[src/inc/flash_host_pkg.sv]
// constants for the flash program/erase host controller
package flash_host_pkg;
    // ==================================================================
    // command codes and unlock addresses
    localparam logic [7:0] cmd_unlock2 = 8'h55;
    localparam logic [7:0] cmd_sector_erase = 8'h30;
    localparam logic [7:0] cmd_chip_erase = 8'h10;
    localparam logic [7:0] cmd_buffer_confirm = 8'h29;
    localparam logic [11:0] addr_unlock2 = 12'h2aa;
    localparam logic [11:0] addr_unlock1 = 12'h555;
    // ==================================================================
    // buffer word and byte counts
    localparam int buf_words_max = 16;
    localparam int buf_bytes_max = 32;
    // ==================================================================
    // bus timing (ns), converted to 10 ns cycles rounded up, with one extra cycle added to oe_cycles
    localparam int clk_period_ns = 10;
    localparam int t_wp_ns = 35;
    localparam int t_wph_ns = 30;
    localparam int t_oe_ns = 25;
    localparam int t_oeph_ns = 20;
    localparam int wp_cycles = (t_wp_ns + clk_period_ns - 1) / clk_period_ns;
    localparam int wph_cycles = (t_wph_ns + clk_period_ns - 1) / clk_period_ns;
    localparam int oe_cycles = (t_oe_ns + clk_period_ns - 1) / clk_period_ns + 1;
    localparam int oeph_cycles = (t_oeph_ns + clk_period_ns - 1) / clk_period_ns;
    // ==================================================================
    // operation codes on the user port
    localparam logic [1:0] op_sector_erase = 2'h0;
    localparam logic [1:0] op_chip_erase = 2'h1;
    localparam logic [1:0] op_word_program = 2'h2;
    localparam logic [1:0] op_buffer_commit = 2'h3;
    // status bit positions
    localparam int polling_bit_pos = 7;
    localparam int busy_toggle_pos = 6;
    localparam int suspend_toggle_pos = 2;
    // strobe select
    localparam logic strobe_we = 1'b0;
    localparam logic strobe_ce = 1'b1;
endpackage

[src/core/flash_pulse_timer.sv]
// down counter that times one strobe phase of the flash bus
`timescale 1ns/1ps
module flash_pulse_timer #(
    parameter int width = 4
) (
    // clock and reset
    input wire logic clk,
    input wire logic rst,
    // control
    input wire logic load,
    input wire logic [width-1:0] count,
    // status
    output logic done
);
    // ==================================================================
    // counter
    logic [width-1:0] cnt_q; // remaining cycles
    logic [width-1:0] cnt_d;
    assign cnt_d = load ? count : ((cnt_q != '0) ? cnt_q - 1'b1 : cnt_q);
    // done reads only the count, so a loader may depend on it without a loop
    assign done = (cnt_q == '0);

    // count down, reload wins
    always_ff @(posedge clk or posedge rst) begin
        if (rst) begin
            cnt_q <= '0;
        end else begin
            cnt_q <= cnt_d;
        end
    end
endmodule

[src/core/flash_prog_host.sv]
// host controller issuing final program/erase cycles and polling status
//
// Functional notes
// - sector erase: 55 at 2AA, 30 at sector
// - chip erase: 55 at 2AA, 10 at 555
// - buffer commit: 29 to sector address
// - word program, poll until true data
// - CE-controlled writes behave like WE
`timescale 1ns/1ps
module flash_prog_host #(
    parameter int addr_width = 22,
    parameter int data_width = 16,
    parameter int poll_limit = 1048576
) (
    // clock and reset
    input wire logic clk,
    input wire logic rst,
    // user request
    input wire logic req_valid,
    output logic req_ready,
    input wire logic [1:0] req_op,
    input wire logic req_strobe_sel,
    input wire logic [addr_width-1:0] req_addr,
    input wire logic [data_width-1:0] req_data,
    input wire logic [5:0] req_buf_count,
    input wire logic req_byte_mode,
    // user result
    output logic done_pulse,
    output logic done_ok,
    output logic [data_width-1:0] last_status,
    // flash bus
    output logic [addr_width-1:0] flash_addr,
    output logic [data_width-1:0] dq_out,
    output logic dq_oe,
    input wire logic [data_width-1:0] dq_in,
    output logic ce_n,
    output logic oe_n,
    output logic we_n,
    input wire logic ready_busy_n
);
    // ==================================================================
    // state machine
    typedef enum {st_idle, st_setup, st_strobe, st_recover, st_rd_low, st_rd_high, st_done} state_t;
    state_t state_q, state_d;

    logic [1:0] op_q; // operation in flight
    logic sel_q; // controlling strobe
    logic [addr_width-1:0] target_q; // sector or program address
    logic [data_width-1:0] data_q; // program word
    logic cycle_q; // which of two command cycles
    logic [addr_width-1:0] addr_q;
    logic [data_width-1:0] wdata_q;
    logic [data_width-1:0] status_q;
    logic [data_width-1:0] prev_q; // previous status read
    logic have_prev_q;
    logic ok_q;
    logic done_q;
    logic [20:0] poll_q; // poll attempts, bounded to avoid hanging
    logic ce_q, oe_q, we_q, dqoe_q;

    // ==================================================================
    // request decode
    wire buf_count_ok;
    wire [5:0] buf_limit;
    assign buf_limit = req_byte_mode ? 6'(flash_host_pkg::buf_bytes_max) : 6'(flash_host_pkg::buf_words_max);
    assign buf_count_ok = (req_op != flash_host_pkg::op_buffer_commit) ||
                          ((req_buf_count != 6'h00) && (req_buf_count <= buf_limit));
    assign req_ready = (state_q == st_idle);
    wire take = req_valid && req_ready;

    // command cycle contents per operation
    logic [addr_width-1:0] cyc_addr;
    logic [data_width-1:0] cyc_data;
    wire last_cycle;
    // sector erase / chip erase / buffer confirm / word program
    always_comb begin
        cyc_addr = target_q;
        cyc_data = data_q;
        case (op_q)
            flash_host_pkg::op_sector_erase: begin
                cyc_addr = cycle_q ? target_q : addr_width'(flash_host_pkg::addr_unlock2);
                cyc_data = cycle_q ? data_width'(flash_host_pkg::cmd_sector_erase)
                                   : data_width'(flash_host_pkg::cmd_unlock2);
            end
            flash_host_pkg::op_chip_erase: begin
                cyc_addr = cycle_q ? addr_width'(flash_host_pkg::addr_unlock1)
                                   : addr_width'(flash_host_pkg::addr_unlock2);
                cyc_data = cycle_q ? data_width'(flash_host_pkg::cmd_chip_erase)
                                   : data_width'(flash_host_pkg::cmd_unlock2);
            end
            flash_host_pkg::op_buffer_commit: begin
                cyc_addr = target_q;
                cyc_data = data_width'(flash_host_pkg::cmd_buffer_confirm);
            end
            default: begin
                cyc_addr = target_q;
                cyc_data = data_q;
            end
        endcase
    end
    // erases need two cycles, program and commit one
    assign last_cycle = cycle_q || (op_q == flash_host_pkg::op_word_program) ||
                        (op_q == flash_host_pkg::op_buffer_commit);

    // ==================================================================
    // status evaluation
    wire is_erase = (op_q == flash_host_pkg::op_sector_erase) || (op_q == flash_host_pkg::op_chip_erase);
    wire [data_width-1:0] expect_word = is_erase ? '1 : data_q;
    // polling bit matches written data only when finished
    wire polling_done = (dq_in[flash_host_pkg::polling_bit_pos] == expect_word[flash_host_pkg::polling_bit_pos]);
    // busy toggle compared between consecutive reads
    wire toggle_stopped = have_prev_q &&
        (dq_in[flash_host_pkg::busy_toggle_pos] == prev_q[flash_host_pkg::busy_toggle_pos]);
    // finished when ready, polling bit true and toggle still
    wire finished = ready_busy_n && polling_done && toggle_stopped;
    // word program must read back the true word
    wire verify_ok = (op_q != flash_host_pkg::op_word_program) || (dq_in == data_q);
    wire poll_expired = (poll_q == 21'(poll_limit));

    // ==================================================================
    // strobe timer
    logic tmr_load;
    logic [3:0] tmr_count;
    logic tmr_done;
    flash_pulse_timer #(.width(4)) u_timer (
        .clk(clk),
        .rst(rst),
        .load(tmr_load),
        .count(tmr_count),
        .done(tmr_done)
    );

    // next state and timer loads
    always_comb begin
        state_d = state_q;
        tmr_load = 1'b0;
        tmr_count = 4'h0;
        case (state_q)
            st_idle: begin
                if (take && buf_count_ok) begin
                    state_d = st_setup;
                end else if (take) begin
                    state_d = st_done;
                end
            end
            st_setup: begin
                state_d = st_strobe;
                tmr_load = 1'b1;
                tmr_count = 4'(flash_host_pkg::wp_cycles);
            end
            st_strobe: begin
                if (tmr_done) begin
                    state_d = st_recover;
                    tmr_load = 1'b1;
                    tmr_count = 4'(flash_host_pkg::wph_cycles);
                end
            end
            st_recover: begin
                if (tmr_done) begin
                    state_d = last_cycle ? st_rd_low : st_setup;
                    tmr_load = last_cycle;
                    tmr_count = 4'(flash_host_pkg::oe_cycles);
                end
            end
            st_rd_low: begin
                if (tmr_done) begin
                    state_d = (finished || poll_expired) ? st_done : st_rd_high;
                    tmr_load = 1'b1;
                    tmr_count = 4'(flash_host_pkg::oeph_cycles);
                end
            end
            st_rd_high: begin
                if (tmr_done) begin
                    state_d = st_rd_low;
                    tmr_load = 1'b1;
                    tmr_count = 4'(flash_host_pkg::oe_cycles);
                end
            end
            st_done: state_d = st_idle;
            default: state_d = st_idle;
        endcase
    end

    // ==================================================================
    // state register
    always_ff @(posedge clk or posedge rst) begin
        if (rst) begin
            state_q <= st_idle;
        end else begin
            state_q <= state_d;
        end
    end

    // request capture
    always_ff @(posedge clk or posedge rst) begin
        if (rst) begin
            op_q <= flash_host_pkg::op_sector_erase;
            sel_q <= flash_host_pkg::strobe_we;
            target_q <= '0;
            data_q <= '0;
            ok_q <= 1'b0;
        end else if (take) begin
            op_q <= req_op;
            sel_q <= req_strobe_sel;
            target_q <= req_addr;
            data_q <= req_data;
            ok_q <= buf_count_ok;
        end else if (state_q == st_rd_low && tmr_done && (finished || poll_expired)) begin
            ok_q <= ok_q && finished && verify_ok;
        end
    end

    // command cycle counter
    always_ff @(posedge clk or posedge rst) begin
        if (rst) begin
            cycle_q <= 1'b0;
        end else if (take) begin
            cycle_q <= 1'b0;
        end else if (state_q == st_recover && tmr_done) begin
            cycle_q <= 1'b1;
        end
    end

    // status sampling, one sample per read strobe
    // each read strobe yields a fresh toggle sample
    always_ff @(posedge clk or posedge rst) begin
        if (rst) begin
            prev_q <= '0;
            have_prev_q <= 1'b0;
            status_q <= '0;
            poll_q <= '0;
        end else if (take) begin
            have_prev_q <= 1'b0;
            poll_q <= '0;
        end else if (state_q == st_rd_low && tmr_done) begin
            prev_q <= dq_in;
            have_prev_q <= 1'b1;
            status_q <= dq_in;
            poll_q <= poll_q + 21'h000001;
        end
    end

    // ==================================================================
    // pin drive
    wire writing = (state_q == st_strobe);
    wire reading = (state_q == st_rd_low);
    wire bus_busy = (state_q != st_idle) && (state_q != st_done);
    // CE-controlled cycle drops WE one cycle before CE, except the first cycle following reset or a WE request, and raises both together
    // device drops ready_busy_n after this final rising strobe
    always_ff @(posedge clk or posedge rst) begin
        if (rst) begin
            ce_q <= 1'b1;
            we_q <= 1'b1;
            oe_q <= 1'b1;
            dqoe_q <= 1'b0;
            addr_q <= '0;
            wdata_q <= '0;
        end else begin
            // status reads need the chip selected in either strobe mode
            ce_q <= !(state_d == st_strobe || state_d == st_rd_low);
            we_q <= (sel_q == flash_host_pkg::strobe_ce) ?
                    !(state_d == st_setup || state_d == st_strobe) : !(state_d == st_strobe);
            oe_q <= !(state_d == st_rd_low);
            dqoe_q <= (state_d == st_setup || state_d == st_strobe);
            // polling reads use the operating address
            addr_q <= (state_d == st_rd_low || state_d == st_rd_high) ? target_q : cyc_addr;
            wdata_q <= cyc_data;
        end
    end
    assign ce_n = ce_q;
    assign we_n = we_q;
    assign oe_n = oe_q;
    assign dq_oe = dqoe_q;
    assign dq_out = wdata_q;
    assign flash_addr = addr_q;

    // ==================================================================
    // result
    always_ff @(posedge clk or posedge rst) begin
        if (rst) begin
            done_q <= 1'b0;
        end else begin
            done_q <= (state_q == st_done);
        end
    end
    assign done_pulse = done_q;
    assign done_ok = ok_q;
    assign last_status = status_q;
endmodule

[config.mk]
export PLATFORM = sky130hd
export DESIGN_NAME = flash_prog_host
export DESIGN_NICKNAME = d
export VERILOG_FILES = /design/src/inc/flash_host_pkg.sv /design/src/core/flash_pulse_timer.sv /design/src/core/flash_prog_host.sv
export SDC_FILE = /design/constraint.sdc
export NUM_CORES = 1
export LEC_CHECK = 0
export BUFFER_PORTS_ARGS = -buffer_cell sky130_fd_sc_hd__buf_2
export CAP_MARGIN = 20
export CORE_MARGIN = 5
export CORE_UTILIZATION = 51
export CTS_BUF_LIST = sky130_fd_sc_hd__clkbuf_4
export DETAILED_ROUTE_END_ITERATION = 12
export HOLD_SLACK_MARGIN = 0.15
export PLACE_DENSITY_LB_ADDON = 0.3
export REMOVE_ABC_BUFFERS = 1
export SKIP_CTS_REPAIR_TIMING = 1
export SYNTH_ARGS = -nofsm -noshare
export SYNTH_HDL_FRONTEND = slang
export SYNTH_SLANG_ARGS = --single-unit
export TNS_END_PERCENT = 30
[constraint.sdc]
create_clock -name clk -period 5.2 [get_ports clk]
set_input_delay 0.52 -clock clk [delete_from_list [all_inputs] [get_ports clk]]
set_output_delay 0.52 -clock clk [all_outputs]
set_load 0.05 [all_outputs]
==> run_results.csv, run 1 <==
group,metric,value,unit
power_and_ir_drop,ir_worst_vdd,0.1343,mV
synth,yosysUniqueCellTypes,51,
critical_path,cp-start-kind,"register",
sta,tightestPinTransition,1057,ps
finish,drive_above_1_share,25.67,%
critical_path,worstSetupPathType,"reg2reg",
die,ios,129,
power_and_ir_drop,pwr_density_cell,256.2,nW/um2
synth,yosys-top-cells-area,"dfrtp_1 61%, nand2_1 7.7%, xor2_1 3.8%",
power_and_ir_drop,p_leak,4.123,nW
clock_network,cts.path.max_buffers,2,
synth,synth_edf_count,0,
sta,holdWs,160.0,ps
critical_path,crit_chain,"inv_1 > ha_1 > nor3b_2 > nand3_1 > nor3_4 > nand2_1 > and3_4 > or3_4 > a21o_1",
placed_design,hpwl,9964,um
sta,rsz0062_at_grt,"false",
detailed_routing,drt_iter0_drc,296,
sta,skew,14.71,ps
clock_network,tritoncts,"yes",
power_and_ir_drop,pwr-share-clk,33.9,%
synth,syn-cell-area,6482,um2
finish,num-fill-cells,1044,
critical_path,r2r-start,"u_timer.cnt_q[0]$_DFFE_PP0P_",
synth,synth_cells,585,
global_routing,grt_pass1_wl,22940,um
detailed_routing,via_per_inst,5.040,
placed_design,post-place-ws,1955,ps
detailed_routing,vias,4833,
die,die_h,122.7,um
sta,slew_viol_final,0,
synth,yosysTopAreaCell,"dfrtp_1",
power_and_ir_drop,switching_power,0.0004686,W
detailed_routing,wirelength,14500,um
critical_path,r2r-end,"flash_addr[9]$_DFF_PP0_",
sta,hold_violations,0,
finish,fin_nets,847,
sta,setup_ws,1959,ps
clock_network,cts-root-buf,"clkbuf_4",
sta,finalCritPeriodShare,62.34,%
min_path,holdCritPathClass,"in2reg",
critical_path,r2r_setup_slack,1960,ps
global_routing,grt_max_degree,112,
placed_design,gp_congestion,0.8461,
finish,antennaDiodeCount,0,
min_path,hold_depth,3,
global_routing,overflow,0,
critical_path,path_delay_family,"simple AND/OR/NAND/NOR gates",
global_routing,grt_use_met3,5.530,%
sta,setup_viol,0,
sta,fmax,308.5,MHz
power_and_ir_drop,cell_internal_pwr,0.001580,W
global_routing,first_global_vias,4737,
clock_network,cts_buffers,17,
power_and_ir_drop,p_sw_share,22.87,%
global_routing,grt_use_met1,25.43,%
detailed_routing,drt_pass1_iterations,5,
global_routing,busiest_layer,"met2",
finish,area_growth,23.37,%
clock_network,clkLatencyLatePin,550,ps
synth,ys_ff_latch,160,
critical_path,cp.required,5650,ps
synth,syn-mean-instance-area,11.08,um2
detailed_routing,route.detailed.drc,0,
clock_network,clk_pin_slew,130,ps
critical_path,critPathMaxStageDelay,640,ps
die,die_area,15070,um2
synth,ys_warn_count,0,
critical_path,reg2reg_depth,9,
power_and_ir_drop,combPwrFrac,4.6,%
critical_path,timing.critical_path.buf_inv,1,
die,die_x,122.7,um
min_path,min_to,"data_q[11]$_DFFE_PP0P_",
flow_run,max_cap_violations,0,
synth,synthArstFlopShare,100.0,%
global_routing,use_met2,31.64,%
synth,netlist.area_leader.share,60.61,%
sta,maxSlewHeadroom,29.38,%
sta,period_needed,3241,ps
die,start_util,51.79,%
die,rows,41,
sta,finalSetupTns,0,ps
power_and_ir_drop,pwr-share-seq,61.5,%
run_status,status,"finished, final reports clean",
critical_path,cp_max_fo,16,
die,coreArea,12520,um2
synth,ys.flop_type,"dfrtp_1",
critical_path,cp-end-kind,"register",
finish,final_cell_mix,"157 x dfrtp_1, 133 x nand2_1, 128 x buf_2, 34 x dlygate4sd3_1, 33 x nor2_1",
clock_network,htreeDepth,4,
detailed_routing,routedWlPerCell,15.12,um
finish,mostFrequentLayoutCell,"dfrtp_1",
finish,register_area,4008,um2
finish,multi_input_area,2420,um2
clock_network,clkSinkCount,160,
global_routing,grt_usage,19.59,%
critical_path,crit_slowest_cell,"nor3_4",
synth,ys_seq_area_share,61.82,%
critical_path,crit_arrival,3690,ps
global_routing,antenna_found_initial,0,
placed_design,io_buffers,128,
min_path,min_from,"req_data[11]",
detailed_routing,postRouteAntennaNets,0,
cell usage after synthesis, drive strengths merged (9+ instances only):
cell    number
and2        23
buf         14
clkbuf      10
dfrtp      157
inv         16
mux2        18
nand2      133
nand3       15
nand4       10
nor2        35
nor3        15
nor4        18
o21a         9
o21ai       13
xnor2        9
xor2        28
cell families after synthesis:
logic type / count (synthesis) / share of synthesized area (%)
AO/OA/AOI/OAI: 52 / 5.308
multiplexers: 19 / 3.281
flip-flops: 160 / 61.82
XOR/XNOR: 37 / 4.999
adder cells (fa/ha/maj): 5 / 0.9651
other: 1 / 0.05785
AND/OR/NAND/NOR: 271 / 20.90
buffers and inverters: 40 / 2.664
layer usage:
layer  routed length [um]  vias up  share of wire, %
met4                  286        0               2.0
met3                  803       27               5.5
met2                 7356      147                51
li1                     -     2292                 -
met5                    0        -                 0
met1                 6057     2367                42
final cells by class:
cell class              instances  share of cell area (%)
multi-input cells             413                   30.26
repair buffers                166                   12.89
clock inverters                14                   1.549
clock buffers                  18                   1.690
inverters                      16                  0.8135
well taps                     172                   2.691
flip-flops and latches        160                   50.11
state kept, by name, summed over array words and instances (netlist names):
register,flops
flash_addr,22
done_ok,1
dq_oe,1
done_pulse,1
sel_q,1
ce_n,1
u_timer.cnt_q,4
poll_q,21
data_q,16
prev_q,16
state_q,32
dq_out,16
op_q,2
have_prev_q,1
target_q,22
oe_n,1
we_n,1
cycle_q,1
how the worst max path moves through the flow:
stage,startpoint,to,slack (ps),cells after the start
global placement,u_timer.cnt_q[0]$_DFFE_PP0P_,flash_addr[1]$_DFF_PP0_,2170,9
global route,u_timer.cnt_q[0]$_DFFE_PP0P_,flash_addr[9]$_DFF_PP0_,1630,9
floorplan,rst,cycle_q$_DFFE_PP0P_,370,1
detailed placement,u_timer.cnt_q[0]$_DFFE_PP0P_,flash_addr[9]$_DFF_PP0_,1960,9
CTS,u_timer.cnt_q[0]$_DFFE_PP0P_,flash_addr[9]$_DFF_PP0_,1940,9
finish,u_timer.cnt_q[0]$_DFFE_PP0P_,flash_addr[9]$_DFF_PP0_,1960,9
power by group through the flow:
| stage | combinational [W] | sequential (W) | clock [W] |
|---|---|---|---|
| final | 0.0000951 | 0.00126 | 0.000694 |
| after global routing | 0.000107 | 0.00126 | 0.000776 |
| after CTS | 0.0000734 | 0.00126 | 0.000713 |
| after detailed placement | 0.0000734 | 0.00128 | 0 |
| after global placement | 0.0000720 | 0.00128 | 0 |
| after floorplan | 0.0000326 | 0.00128 | 0 |
worst min-delay path: stages:
cell and delay (ps):
buf_2 80, nand2_1 40, nand2_1 50
metrics by stage:
step / std cells / utilization (%) / area [um2] / total power (W)
after floorplan: 589 / - / 6475 / 0.001316
after global placement: 892 / 58.89 / 7371 / 0.001355
after detailed placement: 892 / 58.89 / 7371 / 0.001358
after CTS: 924 / 60.96 / 7630 / 0.002046
after global routing: 959 / 63.89 / 7998 / 0.002145
final: 959 / 63.89 / 7998 / 0.002049
Note: power is estimated with default switching activity, not from simulation.
==> inputs of run 2 (changes only) <==
- ABC_AREA: not set -> 1
- clock period: 5.2 -> 3.1 ns (I/O delays scaled with it)
==> run 2 against run 1 <==
Design area grew 12%. Combinational power grew 110%. Largest power group unchanged. Sequential power grew 67%. Routed wire length grew 17%. Sequential share of layout area shrank 5.4 points. Critical endpoint is now flash_addr[21]$_DFF_PP0_. Utilization grew 1.4 points. Highest routed layer unchanged. Critical path depth grew 4.
==> run_results.csv, run 2 <==
group,metric,value,unit
sta,rsz0062_at_grt,"false",
sta,maxSlewHeadroom,48.79,%
synth,ys_warn_count,0,
detailed_routing,drt_pass1_iterations,6,
power_and_ir_drop,finalPower,0.003692,W
synth,syn-mean-instance-area,8.559,um2
critical_path,cp-end-kind,"register",
critical_path,cp_max_fo,11,
synth,synthArstFlopShare,100.0,%
sta,holdWs,247.4,ps
critical_path,cp.required,3600,ps
synth,yosys-top-cells-area,"dfrtp_1 56%, nand2_1 14%, nor2_1 4.3%",
global_routing,first_global_vias,5561,
synth,synth_cells,824,
synth,yosysMostFrequentCell,"nand2_1",
power_and_ir_drop,ir_worst_vdd,0.3712,mV
critical_path,timing.critical_path.buf_inv,3,
clock_network,clkSinkCount,160,
synth,yosysUniqueCellTypes,43,
global_routing,grt_pass1_wl,26550,um
clock_network,htreeDepth,4,
power_and_ir_drop,pwr_density_cell,412.2,nW/um2
finish,final_cells,1242,
clock_network,clk_pin_slew,140,ps
die,die_area,16280,um2
critical_path,cp-start-kind,"register",
finish,mostFrequentLayoutCell,"nand2_1",
synth,ys_ff_latch,160,
die,start_util,51.41,%
critical_path,crit_top_cell,"nand2_1",
detailed_routing,via_per_inst,4.941,
synth,netlist.area_leader.share,55.70,%
critical_path,reg2reg_depth,13,
sta,fmax,408.9,MHz
finish,final_cell_mix,"258 x nand2_1, 157 x dfrtp_1, 128 x buf_2, 81 x nor2_1, 69 x inv_1",
critical_path,worstSetupPathType,"reg2reg",
finish,drive_above_1_share,21.68,%
critical_path,crit_chain,"inv_1 > ha_1 > nand2_1 > nor2_2 > buf_4 > nor2_1 > a21oi_1 > nand2_1 > nor2_4 > nand2_2 > o21ai_2 > nand2_1 > inv_1",
detailed_routing,drt_iter0_drc,537,
sta,period_needed,2446,ps
die,rows,43,
placed_design,hpwl,11570,um
placed_design,numPlacedInstances,1150,
critical_path,r2r_setup_slack,650,ps
critical_path,crit_arrival,2940,ps
synth,yosysTopAreaCell,"dfrtp_1",
finish,top_register,"state_q",
global_routing,overflow,0,
finish,num-fill-cells,1090,
clock_network,tritoncts,"yes",
sta,slew_viol_final,0,
critical_path,r2r-start,"u_timer.cnt_q[0]$_DFFE_PP0P_",
finish,area_growth,27.02,%
critical_path,crit_slowest_cell,"dfrtp_1",
sta,skew,18.70,ps
flow_run,max_cap_violations,0,
critical_path,path_delay_family,"simple AND/OR/NAND/NOR gates",
sta,hold_violations,0,
detailed_routing,vias,6137,
sta,tightestPinTransition,768.1,ps
synth,ys_seq_area_share,56.82,%
detailed_routing,wirelength,16940,um
critical_path,critPathMaxStageDelay,420,ps
die,die_h,127.6,um
synth,synth_edf_count,0,
global_routing,antenna_found_initial,1,
clock_network,cts-root-buf,"clkbuf_4",
finish,fin_util,65.30,%
critical_path,cp-endpoint,"flash_addr[21]$_DFF_PP0_",
die,coreArea,13720,um2
min_path,hold_depth,7,
critical_path,critPathLaunch,"u_timer.cnt_q[0]$_DFFE_PP0P_",
run_status,status,"finished, final reports clean",
clock_network,clkLatencyLatePin,550,ps
synth,ys.flop_type,"dfrtp_1",
placed_design,io_buffers,128,
sta,finalCritPeriodShare,78.90,%
finish,largest_register_ffs,32,
detailed_routing,postRouteAntennaNets,0,
power_and_ir_drop,p_leak,4.882,nW
die,ios,129,
die,die_x,127.6,um
min_path,holdCritPathClass,"in2reg",
global_routing,grt_max_degree,87,
clock_network,cts_buffers,17,
placed_design,gp_congestion,0.9580,
finish,fin_nets,1121,
detailed_routing,routedWlPerCell,13.64,um
synth,synth.top_cells.by_count,"258 x nand2_1, 157 x dfrtp_1, 81 x nor2_1",
detailed_routing,route.detailed.drc,0,
synth,syn-cell-area,7053,um2
critical_path,r2r-end,"flash_addr[21]$_DFF_PP0_",
sta,setup_viol,0,
clock_network,cts.path.max_buffers,2,
critical_path,cp_num_cells,13,
global_routing,grt_usage,20.40,%
==> run 2: changes by cell type in the layout (fill, tap and decap cells not counted), sizes merged, moves of 8 or more <==
cell	delta
nand2	+144
inv	+79
nor2	+60
nand3	+41
o21ai	+30
dlygate4sd3	+25
and2	-20
xor2	-20
mux2	-18
nor4	-15
clkinv	-8
o21a	-8
==> run 2: report_power, final <==
group          total (W)  switching [W]  internal (W)  leakage [nW]
clock            0.00138       0.000796      0.000588         0.172
sequential       0.00211     0.00000534       0.00211          1.94
combinational   0.000197      0.0000986     0.0000980          2.77
total            0.00369       0.000900       0.00279          4.88
==> run 2: worst min path at each step <==
stage | start | to | slack, ps
2_1_floorplan | req_data[0] | data_q[0]$_DFFE_PP0P_ | 420
3_3_place_gp | target_q[21]$_DFFE_PP0P_ | flash_addr[21]$_DFF_PP0_ | 450
3_5_place_dp | target_q[15]$_DFFE_PP0P_ | flash_addr[15]$_DFF_PP0_ | 460
4_1_cts | rst | prev_q[2]$_DFFE_PP0P_ | -120
5_1_grt | ready_busy_n | done_ok$_DFFE_PP0P_ | 270
6_report | ready_busy_n | done_ok$_DFFE_PP0P_ | 250
==> run 2: area by class of cell <==
cell class	instances	area, um2	share of cell area [%]
multi-input combinational	586	2740	30.59
timing repair buffer	196	1324	14.78
clock inverter	15	197.7	2.207
inverter	87	334.1	3.729
antenna	1	2.502	0.02793
clock buffer	17	127.6	1.425
sequential	160	4008	44.73
tap	180	225.2	2.514
==> run 2: worst min-delay path, cell delays in order <==
cell and delay (ps):
buf_2 100, nand2_1 50, a21oi_1 40, nand2_1 90, o21bai_1 80, nand3_1 60, nand2_1 40
==> run 2: cell families after synthesis <==
logic type               Yosys count  share of synthesized area [%]
other                              1                        0.05317
AND/OR/NAND/NOR                  465                          28.93
AO/OA/AOI/OAI                     73                          5.748
XOR/XNOR                          14                          1.739
flip-flops                       160                          56.82
buffers and inverters            106                          5.819
adder cells (fa/ha/maj)            5                         0.8870
==> run 2: stage by stage <==
step / area, um2 / TNS [ps] / worst slack [ps]
2_1_floorplan: 7077 / -240430 / -1525
3_3_place_gp: 8040 / 0 / 704.3
3_5_place_dp: 8040 / 0 / 681.3
4_1_cts: 8366 / 0 / 644.0
5_1_grt: 8959 / 0 / 413.2
6_report: 8959 / 0 / 654.2
==> run 2: metal layers <==
metal  GRT usage, %  part of all wire [%]
met2          32.55                    50
met5              0                     0
met4          5.993                   2.0
met3          4.348                   5.2
met1          28.39                    42
